File: src/hgc_pkg.sv
// Package of offsets, field positions and constants for the group configuration bank
package hgc_pkg;
  // Register offsets within the group structure
  localparam logic [11:0] OFF_GLOBAL_CFG = 12'h600;
  localparam logic [11:0] OFF_IRQ_BASE = 12'h604;
  localparam logic [11:0] OFF_IRQ_SIZE = 12'h608;
  localparam logic [11:0] OFF_GROUP_CFG = 12'h60C;
  localparam logic [11:0] OFF_MEM_PROT = 12'h610;
  // Host-side controller registers
  localparam logic [3:0] HOFF_CMD = 4'h0;
  localparam logic [3:0] HOFF_ADDR = 4'h4;
  localparam logic [3:0] HOFF_WDATA = 4'h8;
  localparam logic [3:0] HOFF_STATUS = 4'hC;
  localparam logic [3:0] HOFF_RDATA = 4'h2;
  localparam int ADDR_W = 12;
  // Global configuration field positions
  localparam int GC_TXACT_LSB = 0;
  localparam int GC_RXACT_LSB = 4;
  localparam int GC_LAPSE_B_LSB = 8;
  localparam int GC_ECK_BIT = 11;
  localparam int GC_MPU_BIT = 12;
  localparam int GC_LAPSE_A_LSB = 13;
  localparam int GC_LAPSE_E_LSB = 16;
  localparam int GC_PMAP_LSB = 19;
  localparam logic [31:0] GC_RO_MASK = 32'h000000FF;
  localparam logic [31:0] GC_RW_MASK = 32'h001FFF00;
  // Group configuration field positions
  localparam int GR_RXON_BIT = 0;
  localparam int GR_TXON_BIT = 1;
  localparam int GR_SUBOFF_BIT = 2;
  localparam int GR_FRAME_LOSS_ABORT_BIT = 3;
  localparam int GR_FRAME_LOSS_IRQ_MASK_BIT = 4;
  localparam int GR_ALIGN_CHANGE_IRQ_MASK_BIT = 5;
  localparam int GR_MCCOPY_BIT = 6;
  localparam int GR_PVA_BIT = 7;
  localparam int GR_RXINH_BIT = 8;
  localparam int GR_TXINH_BIT = 9;
  localparam int GR_POLL_LSB = 10;
  localparam int GR_SFA_LSB = 12;
  localparam int GR_SIGNAL_UNIT_ERR_THRESHOLD_LSB = 14;
  localparam logic [31:0] GR_RW_MASK = 32'h0000FFFF;
  localparam int MP_GUARD_BIT = 0;
  // Queue size limits, zero based
  localparam logic [14:0] IQ_SIZE_MAX_M1 = 15'h7FFF;
  localparam logic [14:0] IQ_SIZE_MIN_M1 = 15'h0001;
  localparam logic [31:0] ALL_ONES = 32'hFFFFFFFF;
  localparam logic [31:0] RESET_ZERO = 32'h00000000;
  // Clock activity timeout in mclk cycles
  localparam int CLK_SEEN_WINDOW = 64;
  localparam logic [1:0] POLL_EVERY_16 = 2'h1;
  localparam logic [3:0] POLL_DIV_MAX = 4'hF;
endpackage

File: src/hgc_if.sv
// Interface joining host controller and device register bank
`timescale 1ns/1ps
`default_nettype none
interface hgc_if;
  logic [11:0] addr;
  logic [31:0] wdata;
  logic wr;
  logic rd;
  logic srv;
  logic [31:0] rdata;
  modport dev (input addr, input wdata, input wr, input rd, input srv, output rdata);
  modport host (output addr, output wdata, output wr, output rd, output srv, input rdata);
endinterface
`default_nettype wire

File: src/hgc_group_regs.sv
// Device-side configuration descriptor bank for one channel group
//
// Function
// - Clock-activity flags read-only, writes ignored
// - Expansion clock output off when field zero
// - Field zero selects first handshake protocol
// - Map zero connects port n to group n
// - Bank aligns queue pointer to four bytes
// - Queue length field is entries minus one
// - Queue holds 2 to 32768 word entries
// - Queue descriptor written as two words
// - Accept direct writes or service fetches
// - Zero threshold disables SS7 error monitoring
// - Alignment zero keeps internal flywheel
// - Throttle one polls every 16th frame
// - Inhibit zero allows status writebacks
// - Action zero resets group on violation
// - Copy one copies message configuration bits
// - Mask zero reports alignment/frame-loss interrupts
// - Abort zero continues after frame loss
// - Disable zero allows subchannel mapping
// - Enables turn transmitter/receiver on
// - Guard zero disables address range checks
// - Unmapped reads all ones, writes ignored
// - Host uses service requests once active
//
// Strobed register access and the register offsets were chosen for this implementation.
`timescale 1ns/1ps
`default_nettype none
module hgc_group_regs
  import hgc_pkg::*;
#(
  parameter int SEEN_WINDOW = CLK_SEEN_WINDOW
) (
  input wire logic mclk,
  input wire logic rst_n,
  hgc_if.dev bus,
  input wire logic [3:0] txLineClk,
  input wire logic [3:0] rxLineClk,
  input wire logic frameTick,
  input wire logic protViolation,
  input wire logic alignChangeEvt,
  input wire logic frameLossEvt,
  output logic expbusClockOutOn,
  output logic hostBusStyleSel,
  output logic [7:0] portGroupSel,
  output logic [31:0] irqQueueBase,
  output logic [14:0] irqQueueEntriesM1,
  output logic groupTxOn,
  output logic groupRxOn,
  output logic subchannelOn,
  output logic frameLossAbort,
  output logic alignChangeIrq,
  output logic frameLossIrq,
  output logic msgCfgCopyOn,
  output logic groupResetReq,
  output logic txStatusWriteOn,
  output logic rxStatusWriteOn,
  output logic pollNow,
  output logic flywheelOn,
  output logic ss7MonitorOn,
  output logic addressGuardOn
);
  logic [31:0] globalQ, iqBaseQ, iqSizeQ, groupQ, protQ, rdataQ;
  logic [3:0] txPrevQ, rxPrevQ;
  logic [7:0] seenQ;
  logic [7:0][6:0] cntQ;
  logic [3:0] pollCntQ;
  logic pollQ, cofaQ, oofQ, resetQ;
  logic [31:0] wrVal;
  logic [7:0] lineEdge, portSelQ;
  logic subOnQ, txWbQ, rxWbQ, flyQ, ss7Q;

  // Service requests and direct writes share one path
  assign wrVal = bus.wdata;

  // Clamp a zero-based queue size to the legal range
  function automatic logic [14:0] clampSize(input logic [31:0] v);
    if (v[31:15] != 17'h00000) clampSize = IQ_SIZE_MAX_M1;
    else if (v[14:0] < IQ_SIZE_MIN_M1) clampSize = IQ_SIZE_MIN_M1;
    else clampSize = v[14:0];
  endfunction

  // Descriptor registers
  always_ff @(posedge mclk or negedge rst_n) begin
    if (!rst_n) begin
      globalQ <= RESET_ZERO;
      iqBaseQ <= RESET_ZERO;
      iqSizeQ <= RESET_ZERO;
      groupQ <= RESET_ZERO;
      protQ <= RESET_ZERO;
    end else if (bus.wr || bus.srv) begin
      case (bus.addr)
        // Flags masked off, lapse fields kept as written
        OFF_GLOBAL_CFG: globalQ <= wrVal & GC_RW_MASK;
        OFF_IRQ_BASE: iqBaseQ <= {wrVal[31:2], 2'b00};
        OFF_IRQ_SIZE: iqSizeQ <= {17'h00000, clampSize(wrVal)};
        OFF_GROUP_CFG: groupQ <= wrVal & GR_RW_MASK;
        OFF_MEM_PROT: protQ <= {31'h00000000, wrVal[MP_GUARD_BIT]};
        default: ; // Unmapped write ignored
      endcase
    end
  end

  // Toggle on any line clock since last cycle, tx in low nibble
  assign lineEdge = {rxLineClk ^ rxPrevQ, txLineClk ^ txPrevQ};

  // Line clock activity: edge seen within a window
  always_ff @(posedge mclk or negedge rst_n) begin
    if (!rst_n) begin
      txPrevQ <= 4'h0;
      rxPrevQ <= 4'h0;
      cntQ <= '0;
      seenQ <= 8'h00;
    end else begin
      txPrevQ <= txLineClk;
      rxPrevQ <= rxLineClk;
      for (int i = 0; i < 8; i++) begin
        if (lineEdge[i]) begin
          cntQ[i] <= 7'(SEEN_WINDOW);
          seenQ[i] <= 1'b1;
        end else if (cntQ[i] != 7'h00) begin
          cntQ[i] <= cntQ[i] - 7'h01;
        end else begin
          seenQ[i] <= 1'b0;
        end
      end
    end
  end

  // Register read, all ones for unmapped offsets
  always_ff @(posedge mclk or negedge rst_n) begin
    if (!rst_n) rdataQ <= RESET_ZERO;
    else if (bus.rd) begin
      case (bus.addr)
        OFF_GLOBAL_CFG: rdataQ <= globalQ | {24'h000000, seenQ};
        OFF_IRQ_BASE: rdataQ <= iqBaseQ;
        OFF_IRQ_SIZE: rdataQ <= iqSizeQ;
        OFF_GROUP_CFG: rdataQ <= groupQ;
        OFF_MEM_PROT: rdataQ <= protQ;
        default: rdataQ <= ALL_ONES;
      endcase
    end
  end
  assign bus.rdata = rdataQ;

  // Buffer ownership polling, every 16th frame when throttled
  always_ff @(posedge mclk or negedge rst_n) begin
    if (!rst_n) begin
      pollCntQ <= 4'h0;
      pollQ <= 1'b0;
    end else begin
      pollQ <= 1'b0;
      if (frameTick) begin
        pollCntQ <= (pollCntQ == POLL_DIV_MAX) ? 4'h0 : pollCntQ + 4'h1;
        if (groupQ[GR_POLL_LSB +: 2] != POLL_EVERY_16 || pollCntQ == 4'h0) pollQ <= 1'b1;
      end
    end
  end

  // Event gating: interrupts, violation reset
  always_ff @(posedge mclk or negedge rst_n) begin
    if (!rst_n) begin
      cofaQ <= 1'b0;
      oofQ <= 1'b0;
      resetQ <= 1'b0;
    end else begin
      cofaQ <= alignChangeEvt & ~groupQ[GR_ALIGN_CHANGE_IRQ_MASK_BIT];
      oofQ <= frameLossEvt & ~groupQ[GR_FRAME_LOSS_IRQ_MASK_BIT];
      // Reset only when guard on and action zero
      resetQ <= protViolation & protQ[MP_GUARD_BIT] & ~groupQ[GR_PVA_BIT];
    end
  end

  // Decoded configuration outputs, one flop each so no logic follows
  always_ff @(posedge mclk or negedge rst_n) begin
    if (!rst_n) begin
      portSelQ <= 8'hE4;
      subOnQ <= 1'b1;
      txWbQ <= 1'b1;
      rxWbQ <= 1'b1;
      flyQ <= 1'b1;
      ss7Q <= 1'b0;
    end else begin
      portSelQ <= (globalQ[GC_PMAP_LSB +: 2] == 2'h0) ? 8'hE4
                : {globalQ[GC_PMAP_LSB +: 2], 6'h00};
      subOnQ <= ~groupQ[GR_SUBOFF_BIT];
      txWbQ <= ~groupQ[GR_TXINH_BIT];
      rxWbQ <= ~groupQ[GR_RXINH_BIT];
      flyQ <= (groupQ[GR_SFA_LSB +: 2] == 2'h0);
      ss7Q <= (groupQ[GR_SIGNAL_UNIT_ERR_THRESHOLD_LSB +: 2] != 2'h0);
    end
  end

  // Configuration outputs straight from registers
  assign expbusClockOutOn = globalQ[GC_ECK_BIT];
  assign hostBusStyleSel = globalQ[GC_MPU_BIT];
  assign portGroupSel = portSelQ;
  assign irqQueueBase = iqBaseQ;
  assign irqQueueEntriesM1 = iqSizeQ[14:0];
  assign groupTxOn = groupQ[GR_TXON_BIT];
  assign groupRxOn = groupQ[GR_RXON_BIT];
  assign subchannelOn = subOnQ;
  assign frameLossAbort = groupQ[GR_FRAME_LOSS_ABORT_BIT];
  assign alignChangeIrq = cofaQ;
  assign frameLossIrq = oofQ;
  assign msgCfgCopyOn = groupQ[GR_MCCOPY_BIT];
  assign groupResetReq = resetQ;
  assign txStatusWriteOn = txWbQ;
  assign rxStatusWriteOn = rxWbQ;
  assign pollNow = pollQ;
  assign flywheelOn = flyQ;
  assign ss7MonitorOn = ss7Q;
  assign addressGuardOn = protQ[MP_GUARD_BIT];
endmodule
`default_nettype wire

File: src/flat_wrapper.sv
// flat-port wrapper written by rule: the top's interface ports become plain ports
module hgc_group_regs_flat import hgc_pkg::*;
#(
  parameter int SEEN_WINDOW = CLK_SEEN_WINDOW
)
  (mclk, rst_n, txLineClk, rxLineClk, frameTick, protViolation, alignChangeEvt, frameLossEvt, expbusClockOutOn, hostBusStyleSel, portGroupSel, irqQueueBase, irqQueueEntriesM1, groupTxOn, groupRxOn, subchannelOn, frameLossAbort, alignChangeIrq, frameLossIrq, msgCfgCopyOn, groupResetReq, txStatusWriteOn, rxStatusWriteOn, pollNow, flywheelOn, ss7MonitorOn, addressGuardOn, bus_addr, bus_wdata, bus_wr, bus_rd, bus_srv, bus_rdata);
  hgc_if bus_i ();
  input wire logic mclk;
  input wire logic rst_n;
  input wire logic [3:0] txLineClk;
  input wire logic [3:0] rxLineClk;
  input wire logic frameTick;
  input wire logic protViolation;
  input wire logic alignChangeEvt;
  input wire logic frameLossEvt;
  output logic expbusClockOutOn;
  output logic hostBusStyleSel;
  output logic [7:0] portGroupSel;
  output logic [31:0] irqQueueBase;
  output logic [14:0] irqQueueEntriesM1;
  output logic groupTxOn;
  output logic groupRxOn;
  output logic subchannelOn;
  output logic frameLossAbort;
  output logic alignChangeIrq;
  output logic frameLossIrq;
  output logic msgCfgCopyOn;
  output logic groupResetReq;
  output logic txStatusWriteOn;
  output logic rxStatusWriteOn;
  output logic pollNow;
  output logic flywheelOn;
  output logic ss7MonitorOn;
  output logic addressGuardOn;
  input wire logic [$bits(bus_i.addr)-1:0] bus_addr;
  input wire logic [$bits(bus_i.wdata)-1:0] bus_wdata;
  input wire logic [$bits(bus_i.wr)-1:0] bus_wr;
  input wire logic [$bits(bus_i.rd)-1:0] bus_rd;
  input wire logic [$bits(bus_i.srv)-1:0] bus_srv;
  output wire logic [$bits(bus_i.rdata)-1:0] bus_rdata;
  assign bus_i.addr = bus_addr;
  assign bus_i.wdata = bus_wdata;
  assign bus_i.wr = bus_wr;
  assign bus_i.rd = bus_rd;
  assign bus_i.srv = bus_srv;
  assign bus_rdata = bus_i.rdata;
  hgc_group_regs #(.SEEN_WINDOW(SEEN_WINDOW)) u_core (.mclk(mclk), .rst_n(rst_n), .bus(bus_i), .txLineClk(txLineClk), .rxLineClk(rxLineClk), .frameTick(frameTick), .protViolation(protViolation), .alignChangeEvt(alignChangeEvt), .frameLossEvt(frameLossEvt), .expbusClockOutOn(expbusClockOutOn), .hostBusStyleSel(hostBusStyleSel), .portGroupSel(portGroupSel), .irqQueueBase(irqQueueBase), .irqQueueEntriesM1(irqQueueEntriesM1), .groupTxOn(groupTxOn), .groupRxOn(groupRxOn), .subchannelOn(subchannelOn), .frameLossAbort(frameLossAbort), .alignChangeIrq(alignChangeIrq), .frameLossIrq(frameLossIrq), .msgCfgCopyOn(msgCfgCopyOn), .groupResetReq(groupResetReq), .txStatusWriteOn(txStatusWriteOn), .rxStatusWriteOn(rxStatusWriteOn), .pollNow(pollNow), .flywheelOn(flywheelOn), .ss7MonitorOn(ss7MonitorOn), .addressGuardOn(addressGuardOn));
endmodule
File: config.mk
export PLATFORM = sky130hd
export DESIGN_NAME = hgc_group_regs_flat
export DESIGN_NICKNAME = d
export VERILOG_FILES = /design/src/hgc_pkg.sv /design/src/hgc_if.sv /design/src/hgc_group_regs.sv /design/src/flat_wrapper.sv
export SDC_FILE = /design/constraint.sdc
export NUM_CORES = 1
export LEC_CHECK = 0
export ABC_AREA = 1
export BUFFER_PORTS_ARGS = -buffer_cell sky130_fd_sc_hd__buf_2
export CAP_MARGIN = 20
export CORE_MARGIN = 5
export CORE_UTILIZATION = 61
export DETAILED_ROUTE_END_ITERATION = 10
export GPL_ROUTABILITY_DRIVEN = 0
export PLACE_DENSITY = 0.83
export SYNTH_ARGS = -nofsm -noshare
export SYNTH_HDL_FRONTEND = slang
export SYNTH_SLANG_ARGS = --single-unit
File: constraint.sdc
create_clock -name mclk -period 3.2 [get_ports mclk]
set_input_delay 0.8 -clock mclk [delete_from_list [all_inputs] [get_ports mclk]]
set_output_delay 0.8 -clock mclk [all_outputs]
set_load 0.02 [all_outputs]
==> Yosys cells after proc, flatten, opt, wreduce, memory -nomap -nowiden <==
Cells that the tools add are included.
{ "op_classes": {"n_shift": 0, "n_eq_ne": 15, "multipliers": 0, "bitwise": 13, "div_mod_pow": 0, "n_mux": 39, "n_reduce_logical": 28, "n_lt_le_gt_ge": 1, "n_addsub": 9} }
{ "op_table": {"columns": ["cell", "n"], "rows": [
  ["case mux 32 bit (5 select lines)", 1],
  ["two-way mux 7 bit", 16],
  ["equality test 12 x 11 -> 1 bit (second input constant)", 5],
  ["nonzero test 7 bit", 8],
  ["subtractor 7 x 1 -> 7 bit (second input constant)", 8],
  ["two-way mux 15 bit", 2],
  ["OR 21 x 8 -> 21 bit", 1],
  ["two-way mux 1 bit", 18],
  ["!= test 2 x 1 -> 1 bit (second input constant)", 9],
  ["nonzero test 2 bit", 9],
  ["nonzero test 17 bit", 1],
  ["< comparator 15 x 1 -> 1 bit (second input constant)", 1],
  ["AND reduction 2 bit", 5],
  ["two-way mux 8 bit", 1],
  ["bitwise XOR 4 bit", 2],
  ["inverter 1 bit", 6],
  ["adder 4 x 1 -> 4 bit (second input constant)", 1],
  ["AND 1 bit", 4],
  ["equality test 4 bit (second input constant)", 1],
  ["logical NOT 2 bit", 2],
  ["logical NOT 4 bit", 1],
  ["two-way mux 4 bit", 1],
  ["logical OR 1 bit", 2]
]} }
{ "totals": {"in_bits": 61, "rom_bits": 0, "wordCells": 140, "memories": 0, "output_inout_bits": 103, "mem_bits_rw": 0, "latchBits": 0, "ff_bits": 200} }

==> Logic depth before layout (Yosys ltp) <==
Gate-level depths: netlist of run 1.
{ "logic_depth": {"word_depth": 4, "ltp_mapped": 12, "depth_no_buf": 10} }

==> Worst setup path before layout of run 1 <==
No wires, ideal clock.
{ "synth_timing": {"kind": "input port to flip-flop", "startpoint": "in bus_addr[7]", "endpoint": "reg u_core.iqBaseQ[13], in the netlist u_core.irqQueueBase[13]", "arrival_ps": 1750, "setup_slack_ps": 1320, "path_buffers": 2, "required_ps": 3070, "setup_ps": 130, "stages": 10, "path_cell_list": "nor2_1 -> nand2_1 -> nor2_4 -> nand2_2 -> inv_2 -> nand2_2 -> buf_6 -> buf_6 -> nand2_1 -> o21ai_1"} }
{ "synth_between": {"elab_chain_len": 2} }
{ "synth_rtl": {"columns": ["element", "line", "text"], "rows": [
  ["start: declaration", "flat_wrapper.sv:35", "input wire logic [$bits(bus_i.addr)-1:0] bus_addr;"],
  ["equality test 12 x 11 -> 1 bit", "hgc_group_regs.sv:93", "case (bus.addr)"],
  ["AND reduction 2 bit (no source line)", null, null],
  ["end signal: assignment", "hgc_group_regs.sv:96", "OFF_IRQ_BASE: iqBaseQ <= {wrVal[31:2], 2'b00};"],
  ["end: declaration", "hgc_group_regs.sv:64", "logic [31:0] globalQ, iqBaseQ, iqSizeQ, groupQ, protQ, rdataQ;"]
]} }
Every way passes these cells.
A chain may end at the register's enable or synchronous reset.

==> Final worst setup path of run 1 <==
{ "layout_timing": {"startpoint": "in bus_addr[7]", "endpoint": "reg u_core.rdataQ[3], in the netlist u_core.bus.rdata[3]"} }
{ "layout_between": {"elab_chain_len": 2, "word_cells_on_any_way": 6, "cone_classes": "eq/ne (5); mux (1)"} }
{ "layout_rtl": {"columns": ["element", "line", "text"], "rows": [
  ["equality test 12 x 11 -> 1 bit", "hgc_group_regs.sv:135", "case (bus.addr)"],
  ["case mux 32 bit (5 select lines) *", "hgc_group_regs.sv:135", null],
  ["end signal: assignment", "hgc_group_regs.sv:136", "OFF_GLOBAL_CFG: rdataQ <= globalQ | {24'h000000, seenQ};"],
  ["end signal: assignment", "hgc_group_regs.sv:137", "OFF_IRQ_BASE: rdataQ <= iqBaseQ;"],
  ["end signal: assignment", "hgc_group_regs.sv:138", "OFF_IRQ_SIZE: rdataQ <= iqSizeQ;"],
  ["end: declaration", "hgc_group_regs.sv:64", null]
]} }
Mark *: on every way between the ends. The rest lies on a longest branch, timed or not.

==> run metrics, run 1 <==
final clock skew between 0.006 and 0.007 ns; largest area contributor in the netlist dfrtp_1; Antenna Nets Post-Route 0; Final Hold Viols 0; 1st-iter DRT viols between 700 and 800; Worst Path Arrival ~2.4 ns; Total GRT Usage 26.6%; H-tree depth 4; RSZ-0062 raised after global routing false; First-pass DRT Iterations 6; Nets 1351; Avg Cell Area, Syn roughly 8.3 um^2; f_max 483 MHz; area grow syn2layout 15.9%; total I/O pin count ~160; Post-synth EDFFs 0; CTS tree built; Hold/Removal Path Class input port to asynchronous set/reset pin; # port buffers ~160; CP Data Required Time about 3.5 ns; clk root buf clkbuf_16; Initial Utilization 61.7%; post-DR wirelength/cell 15.8 um; Worst Reg-to-Reg Cells 8; fin crit share 64.7%; grt ovf 0; Final setup viols 0; die width between 100 and 150 um; flop and latch count out of synthesis approximately 200; worst-margin pin slew around 0.7 ns; via count of the first global-routing pass 7865; clock sink count about 200; post-cts sizing count 0; sequential share of the synthesized area a little over half; max_cap viols 0; maximum clock path buffer count 2; synthesized instance count roughly 1100; main area contributors after synthesis dfrtp_1 (51%), nand2_1 (10%), inv_1 (6.2%); Die ar. around 18000 um^2; Crit-path slowest cell buf_4; r2r endpoint u_core.cntQ[36]; Multi-input gate area ~3500 um^2; clk_lat worst skew approximately 0.43 ns; FFs w/ async S/R, synth 100%; Worst VDD drop 0.000422 V; worst-path maximum fanout 60; Setup Fix Bufs, Post-CTS 0; clk slew on worst S/H paths 0.07 ns; Tmin final just over 2 ns; Rel. slew slack between 50% and 60%; mapped cell area a little over 9000 um^2; share of post-route cells with drive strength above 1 about 18%; vias per cell approximately 5.5; FF/Latch Area ~4900 um^2; Reg2Reg Setup Slack 1.61 ns; pwr/cell area about 640 nW/um^2; row cnt between 40 and 50; critical path depth 9; Yosys cell types 32; Largest delay share family, worst path simple AND/OR/NAND/NOR gates; status complete, no violations; drt drc 0; via count 8094; largest net degree at the start of global routing 78; post-layout util a little under three quarters; critical path cell sequence buf_2 > nor2_1 > nand2_1 > nor2_4 > buf_4 > nand3_1 > nand2_1 > nor2_1 > a21oi_1; Die Y around 130 um; CTS Buf Count 17; crit path buf inv count 2; most instantiated cells after synthesis nand2_1 (258), dfrtp_1 (188), inv_1 (153), nor2_1 (119), nand3_1 (98); initial antenna violation count 2; CP Class input port to register; Slew Viols, Final 0; final WL between 20000 and 25000 um; Setup WS post-layout approximately 1.1 ns; Leak Pwr 5.55 nW; Crit path largest cell delay 0.54 ns; Place WS 0.740 ns; CP Launch Type input port; Syn. warnings 0; Crit. End Element register; most common flop cell mapped by yosys dfrtp_1; top-area cell type share of the netlist area approximately half; RR Startpoint u_core.cntQ[35]; cts hold-fix bufs 0; top-count cell post-synth nand2_1; dpl hpwl between 15000 and 20000 um; first-pass GRT wire length approximately 38000 um; fill count approximately 1200; Core Footprint between 15000 and 20000 um^2; setup TNS 0 ns
## area by class of cell
cell class,count,area share [%]
clock buffers,23,4.34
clock inverters,9,1.18
well taps,188,2.18
flip-flops and latches,195,45.3
multi-input cells,731,32.9
repair buffers,170,8.62
inverters,157,5.46
diodes,1,0.0232
## worst register-to-register path, cell delays in order (launching register included)
cell and delay [ns]:
dfrtp_1 0.39, inv_1 0.14, ha_1 0.16, nand2_1 0.05, nor2_1 0.24, inv_1 0.14, nor2_1 0.21, nand2_1 0.09
o21ai_0 0.09
## stage by stage
step	instance area (um^2)	std cells	total power [mW]	hold slack, ns
after detailed placement	10200	1441	4.70	0.387
after global routing	10800	1474	7.33	0.424
after CTS	10800	1473	6.89	0.401
after floorplan	9330	1125	4.27	0.371
after global placement	10200	1441	4.61	0.391
final	10800	1474	6.88	0.392
## cell usage in the layout, fill, tap and decap left out
cell / n
o21a_1: 2
bufinv_16: 3
nand2_2: 4
buf_2: 156
a21oi_2: 1
a21boi_0: 1
nand4_2: 1
nand4_1: 23
conb_1: 6
nand2_1: 258
dfrtp_1: 188
buf_12: 3
nor4_1: 7
dfstp_2: 7
buf_4: 10
clkbuf_16: 17
o21ai_0: 96
ha_1: 18
nand3_1: 98
a31oi_1: 6
inv_6: 1
o21ai_1: 15
clkbuf_8: 3
o22ai_1: 1
nor2_1: 119
nor3_1: 14
inv_1: 153
clkinv_2: 4
nor2_4: 6
nor2_2: 1
o21ai_2: 6
clkbuf_1: 4
diode_2: 1
a21oi_1: 27
xor2_1: 17
clkinv_4: 1
o31ai_1: 2
inv_2: 4
nand4_4: 2
## state kept, by name, summed over array words and instances, names as in the netlist, 3 cells and up
signal and flops:
u_core.rxPrevQ 4, u_core.cntQ 56, u_core.globalQ 13, u_core.portGroupSel 3, u_core.txPrevQ 4, u_core.seenQ 8
u_core.iqSizeQ 15, u_core.pollCntQ 4, u_core.bus.rdata 32, u_core.groupQ 16, u_core.irqQueueBase 30
## layer usage
layer | share of wire (%) | vias up | GRT usage (%)
li1 | - | 3863 | -
met1 | 42 | 3856 | 35.4
met2 | 48 | 328 | 43.4
met3 | 8.5 | 45 | 6.65
met4 | 2.0 | 2 | 8.46
met5 | 0.047 | - | 0
## where the power goes
group	switching [mW]	internal, mW
combinational	1.05	0.575
sequential	0.269	2.81
clock	0.904	1.27
total	2.22	4.66
## kinds of logic after synthesis
group / Yosys count / synth area share (%)
and+or+nand+nor: 533 / 24.9
buffers and inverters: 199 / 9.61
DFF: 195 / 52.5
AOI/OAI and AO/OA: 157 / 8.95
adders and majority gates: 18 / 2.42
xor gates and xnor gates: 17 / 1.60
other: 1 / 0.0403
## worst max path at each step
stage / startpoint / slack (ns) / to
after detailed placement: bus_addr[7] / 0.74 / u_core.bus.rdata[6]
final: bus_addr[7] / 1.13 / u_core.bus.rdata[3]
after floorplan: bus_addr[7] / 1.32 / u_core.irqQueueBase[13]
after global placement: bus_addr[7] / 0.76 / u_core.bus.rdata[6]
after global routing: bus_addr[7] / 0.98 / u_core.bus.rdata[0]
after CTS: bus_addr[7] / 1.17 / u_core.bus.rdata[6]
No activity file was read; power rests on OpenSTA's default activity.
==> run 2: changes to the inputs <==
--- a/config.mk
+++ b/config.mk
@@ -9,10 +9,10 @@
 export BUFFER_PORTS_ARGS = -buffer_cell sky130_fd_sc_hd__buf_2
 export CAP_MARGIN = 20
 export CORE_MARGIN = 5
-export CORE_UTILIZATION = 61
+export CORE_UTILIZATION = 51
 export DETAILED_ROUTE_END_ITERATION = 10
 export GPL_ROUTABILITY_DRIVEN = 0
-export PLACE_DENSITY = 0.83
+export PLACE_DENSITY = 0.74
 export SYNTH_ARGS = -nofsm -noshare
 export SYNTH_HDL_FRONTEND = slang
 export SYNTH_SLANG_ARGS = --single-unit
==> constraint.sdc (replaced) <==
create_clock -name mclk -period 1.86 [get_ports mclk]
set_input_delay 0.465 -clock mclk [delete_from_list [all_inputs] [get_ports mclk]]
set_output_delay 0.465 -clock mclk [all_outputs]
set_load 0.02 [all_outputs]
==> run metrics, run 2 (synthesized netlist as in run 1, its figures left out) <==
die width 145 um (+8.7%); post-layout util 61.8% (-9.7 points); leading cell types in the layout, fill and taps excluded nand2_1 (258), dfrtp_1 (188), buf_2 (156); grt ovf 0 (unchanged); critical path depth 1 (-8); First-pass DRT Iterations 5 (-1); crit path buf inv count 1 (-1); worst-margin pin slew 0.527 ns (-0.170 ns); # port buffers 157 (unchanged); CTS Buf Count 17 (unchanged); Slew Viols, Final 0 (unchanged); pwr/cell area 1060 nW/um^2 (+67%); Tmin final ~1.6 ns; CP Launch Type register; worst-path maximum fanout 1 (-98%); final clock skew 0.00921 ns (+0.00277 ns); Setup Fix Bufs, Post-CTS 0 (unchanged); largest net degree at the start of global routing 98 (+26%); met3 usage 6.83% (+0.18 points); commonest non-fill, non-tap cell in the layout nand2_1; clk_lat worst skew 0.43 ns (about the same); grt met1 use 31.5% (-3.9 points); via count 7990 (-1.3%); area grow syn2layout 19.1%; 1st-iter DRT viols 485 (-39%); Largest delay share family, worst path flip-flops; M2 GR Usage 35.6% (-7.8 points); Die Y 145 um (+8.7%); antenna cells 0 (-1); Worst Path Arrival 1.11 ns (-1.30 ns); dpl hpwl 17500 um (+4.4%); RSZ-0062 raised after global routing false; max reg flops 56 (unchanged); status complete, no violations; crit path from u_core.flywheelOn; row cnt 49 (+8.9%); Final setup viols 0 (unchanged); Worst VDD drop 0.000971 V (+130%); max_cap viols 0 (unchanged); f_max about 640 MHz; Crit-path slowest cell dfstp_2; r2r endpoint u_core.cntQ[1]; share of post-route cells with drive strength above 1 19.1% (+1.2 points); Reg2Reg Setup Slack 0.30 ns (-1.31 ns); total I/O pin count 164 (unchanged); Worst Reg-to-Reg Cells 8 (unchanged); vias per cell 5.22 (-4.9%); initial antenna violation count 2 (unchanged); CP Data Required Time 1.39 ns (-2.15 ns); Die ar. 21100 um^2 (+18%); Total GRT Usage 22.8% (-3.9 points); clk slew on worst S/H paths 0.07 ns (about the same); post-DR wirelength/cell 15.4 um (-2.7%); Rel. slew slack 64.8% (+11 points); maximum clock path buffer count 2 (unchanged); CTS tree built; Hold/Removal Path Class input port to asynchronous set/reset pin; clk root buf clkbuf_16; first-pass GRT wire length 40100 um (+4.7%); RR Startpoint u_core.cntQ[0]; GR peak layer met2; critical path cell sequence buf_2; Nets 1367 (+1.2%); CP Class register to output pin; post-cts sizing count 0 (unchanged); fin crit share around 84%; Initial Utilization 51.8% (-9.9 points); Final Hold Viols 0 (unchanged); clock sink count 195 (unchanged); Core Footprint 18000 um^2 (+19%); Crit. End Element output pin; H-tree depth 4 (unchanged); cts hold-fix bufs 0 (unchanged); largest register by flop count u_core.cntQ; final WL 23500 um (+0.97%); drt drc 0 (unchanged); via count of the first global-routing pass 7861 (-0.051%); Leak Pwr 5.66 nW (+1.9%); Antenna Nets Post-Route 0 (unchanged); setup TNS 0 ns (unchanged); Crit path largest cell delay 0.52 ns (-0.02 ns)
run 2: changes by cell type in the layout (fill, tap and decap cells not counted), sizes merged:
cell      change
clkinv        -3
diode         -1
clkinvlp      +5
clkbuf        -1
bufinv        -1
buf          +16
run 2: layout make-up:
type / count / area, um^2
clock buffer: 22 / 484
clock inverter: 10 / 124
fill: 1546 / 6870
inverter: 157 / 589
multi-input combinational: 731 / 3550
sequential: 195 / 4890
tap: 229 / 287
timing repair buffer: 186 / 1170
run 2: worst max path at each step:
stage	endpoint	slack (ns)
2_1_floorplan	u_core.irqQueueBase[13]	0.31
3_3_place_gp	u_core.groupQ[2]	-0.006
3_5_place_dp	u_core.groupQ[2]	-0.07
4_1_cts	flywheelOn	0.27
5_1_grt	u_core.cntQ[49]	0.09
6_report	flywheelOn	0.29
run 2: routing by layer:
metal  vias up  routed length [um]  share of wire (%)
li1       3903                   -                  -
met1      3800               10600                 45
met2       254               10800                 46
met3        29                1760                7.5
met4         4                 345                1.5
met5         -                  25               0.11
run 2: report_power, final:
part | switching (mW) | internal, mW
clock network | 1.62 | 2.14
registers | 0.440 | 4.84
logic | 1.78 | 1.00
total | 3.83 | 7.98
run 2: stage by stage:
stage | setup WS (ns) | area, um^2 | cells | hold WS [ns] | total power, mW
global route | 0.0947 | 11100 | 1530 | 0.0537 | 12.6
finish | 0.289 | 11100 | 1530 | 0.0415 | 11.8
floorplan | 0.315 | 9330 | 1125 | 0.169 | 7.35
detailed placement | -0.0700 | 10500 | 1498 | 0.409 | 8.10
CTS | 0.268 | 11100 | 1530 | 0.0438 | 11.9
global placement | -0.00604 | 10500 | 1498 | 0.408 | 7.96
==> run 3: changes to the inputs <==
--- a/config.mk
+++ b/config.mk
@@ -5,14 +5,14 @@
 export SDC_FILE = /design/constraint.sdc
 export NUM_CORES = 1
 export LEC_CHECK = 0
-export ABC_AREA = 1
+export ABC_AREA = 0
 export BUFFER_PORTS_ARGS = -buffer_cell sky130_fd_sc_hd__buf_2
 export CAP_MARGIN = 20
 export CORE_MARGIN = 5
-export CORE_UTILIZATION = 51
+export CORE_UTILIZATION = 56
 export DETAILED_ROUTE_END_ITERATION = 10
 export GPL_ROUTABILITY_DRIVEN = 0
-export PLACE_DENSITY = 0.74
+export PLACE_DENSITY = 0.77
 export SYNTH_ARGS = -nofsm -noshare
 export SYNTH_HDL_FRONTEND = slang
 export SYNTH_SLANG_ARGS = --single-unit
==> constraint.sdc (replaced) <==
create_clock -name mclk -period 1.64 [get_ports mclk]
set_input_delay 0.41 -clock mclk [delete_from_list [all_inputs] [get_ports mclk]]
set_output_delay 0.41 -clock mclk [all_outputs]
set_load 0.02 [all_outputs]
==> run metrics, run 3 <==
status finished, violations left; failing checks setup timing; CTS Buf Count 17 (unchanged); drt drc 0 (unchanged); post-synthesis mux area share 12.7% (+13 points); synthesized instance count 773 (-31%); largest net degree at the start of global routing 38 (-61%); share of post-route cells with drive strength above 1 42.4% (+23 points); Die Y 136 um (-6.3%); final hold slack 0.105 ns (+0.0638 ns); leading cell types in the layout, fill and taps excluded dfrtp_1 (188), buf_2 (154), nor2_1 (119); vias per cell 5.69 (+8.9%); Layout Cells excl Fill 1237 (-19%); Synth Area in Compound Gates 8.45% (-0.50 points); total power 14.7 mW (+24%); dpl hpwl 15900 um (-9.3%); most common flop cell mapped by yosys dfrtp_1; Worst VDD drop 0.000895 V (-7.9%); Core Footprint 15700 um^2 (-13%); CTS tree built; Post-Synth XOR/XNOR Area 3.75% (+2.1 points); max_cap viols 0 (unchanged); Yosys cell types 58 (+81%); Syn. warnings 0 (unchanged); FFs w/ async S/R, synth 100% (unchanged); Initial Utilization 56.5% (+4.7 points); Synth Area in Adders 2.53% (+0.12 points); 1st-iter DRT viols 473 (-2.5%); worst-path maximum fanout 14 (+13); simple-gate share of the synthesized area 14.2% (-11 points); RSZ-0062 raised after global routing true; First-pass DRT Iterations 5 (unchanged); Reg2Reg Setup Slack -0.03 ns (-0.33 ns); first-pass GRT wire length 36700 um (-8.4%); Crit. End Element register; total I/O pin count 164 (unchanged); largest area contributor in the netlist dfrtp_1; main area contributors after synthesis dfrtp_1 (53%), mux2_2 (6.8%), nor2_1 (5.2%); Nets 1085 (-21%); Worst Path Arrival 2.10 ns (+0.99 ns); row cnt 46 (-6.1%); most instantiated cells after synthesis dfrtp_1 (188), nor2_1 (123), a21oi_1 (63), mux2_2 (54), nor3_1 (40); Antenna Nets Post-Route 0 (unchanged); Leak Pwr 5.43 nW (-4.1%); via count of the first global-routing pass 6933 (-12%); clk root buf clkbuf_16; Tmin final between 1.5 and 2 ns; Post-synth EDFFs 0 (unchanged); # port buffers 157 (unchanged); maximum clock path buffer count 2 (unchanged); Avg Cell Area, Syn 11.5 um^2 (+38%); clk slew on worst S/H paths 0.07 ns (about the same); max reg flops 56 (unchanged); H-tree depth 4 (unchanged); mapped cell area 8880 um^2 (-4.6%); Placed Instances 1190 (-21%); area grow syn2layout 31.6%; setup TNS -6.00 ns (-6.00 ns); initial antenna violation count 2 (unchanged); Die ar. 18500 um^2 (-12%); largest register by flop count u_core.cntQ; Hold/Removal Path Class input port to register; clock sink count 195 (unchanged); Final Hold Viols 0 (unchanged); final WL 23600 um (+0.37%); Slew Viols, Final 0 (unchanged); Setup WS post-layout -0.139 ns (-0.428 ns); pwr/cell area 1250 nW/um^2 (+18%); sequential share of the synthesized area 55.0% (+2.5 points); flop and latch count out of synthesis 195 (unchanged); Final setup viols 91 (+91); clk_lat worst skew 0.44 ns (about the same); CP Launch Type input port; Total GRT Usage 25.5% (+2.8 points); main combinational cell family by area after synthesis simple AND/OR/NAND/NOR gates; final clock skew 0.0108 ns (+0.00158 ns); fin crit share 108%; CP Class input port to register; f_max about 560 MHz; die width 136 um (-6.3%); via count 7037 (-12%); commonest non-fill, non-tap cell in the layout dfrtp_1; top-area cell type share of the netlist area 53.0% (+2.4 points); post-DR wirelength/cell 19.1 um (+24%); grt ovf 0 (unchanged); CP Data Required Time 1.96 ns (+0.57 ns); top-count cell post-synth dfrtp_1
-- run 3: layout make-up --
type	count	area, um^2
Antenna cell	2	5.00
Clock buffer	19	443
Clock inverter	13	115
Fill cell	1040	4020
Inverter	29	109
Multi-Input combinational cell	519	4170
Sequential cell	195	4890
Tap cell	216	270
Timing Repair Buffer	244	1690
-- run 3: timing repair --
item                                    CTS  global route
resized for setup                        56            50
buffers inserted                          6             6
endpoints found under the hold margin    27             0
pin swaps                                 7            14
gates cloned                              2             1
endpoints found under the setup margin  122           131
hold buffers                              1             0
-- run 3: power by group --
part	switching, mW	internal (mW)	leakage [nW]
clock network	1.95	2.03	0.270
registers	0.717	5.48	2.38
logic	2.22	2.26	2.78
total	4.88	9.77	5.43
-- run 3: logic make-up (layout without fill, tap and decap cells) --
family / after synthesis / in the layout
and+or+nand+nor: 250 / 250
DFF: 195 / 195
AOI/OAI and AO/OA: 122 / 122
muxes: 85 / 85
buffers and inverters: 64 / 305
xor gates and xnor gates: 38 / 38
adders and majority gates: 18 / 18
other: 1 / 8
-- run 3: stage by stage --
step | setup WS, ns | utilization (%) | instance area, um^2
after floorplan | -0.443 | - | 9020
after global placement | -0.577 | 67.1 | 10500
after detailed placement | -0.632 | 67.1 | 10500
after CTS | -0.119 | 72.7 | 11400
after global routing | -0.152 | 74.4 | 11700
final | -0.139 | 74.4 | 11700
-- run 3: final timing paths --
check / from / endpoint / cells after the start
max in group asynchronous: rst_n / u_core.portGroupSel[6] / 3
worst max-delay path: bus_addr[6] / u_core.groupQ[10] / 7
worst max register to register: u_core.cntQ[0] / u_core.cntQ[5] / 7
min in group asynchronous: rst_n / u_core.cntQ[50] / 2
worst min-delay path: rxLineClk[1] / u_core.rxPrevQ[1] / 1
worst min register to register: u_core.groupQ[2] / u_core.subchannelOn / 1
-- run 3: metal layers --
layer  vias up  part of all wire [%]  track usage, %  wire length, um
met5         -                     0               0                0
met4         0                   2.3            7.45              536
met3        45                   6.5            6.03             1530
met2       263                    50            41.4            11700
met1      3549                    41            34.7             9790
li1       3180                     -               -                -
-- run 3: worst max-delay path: stages --
cell,delay (ns)
buf_6,0.09
or4_4,0.54
nor3_4,0.26
buf_4,0.17
nand4b_4,0.11
buf_12,0.18
mux2_4,0.31
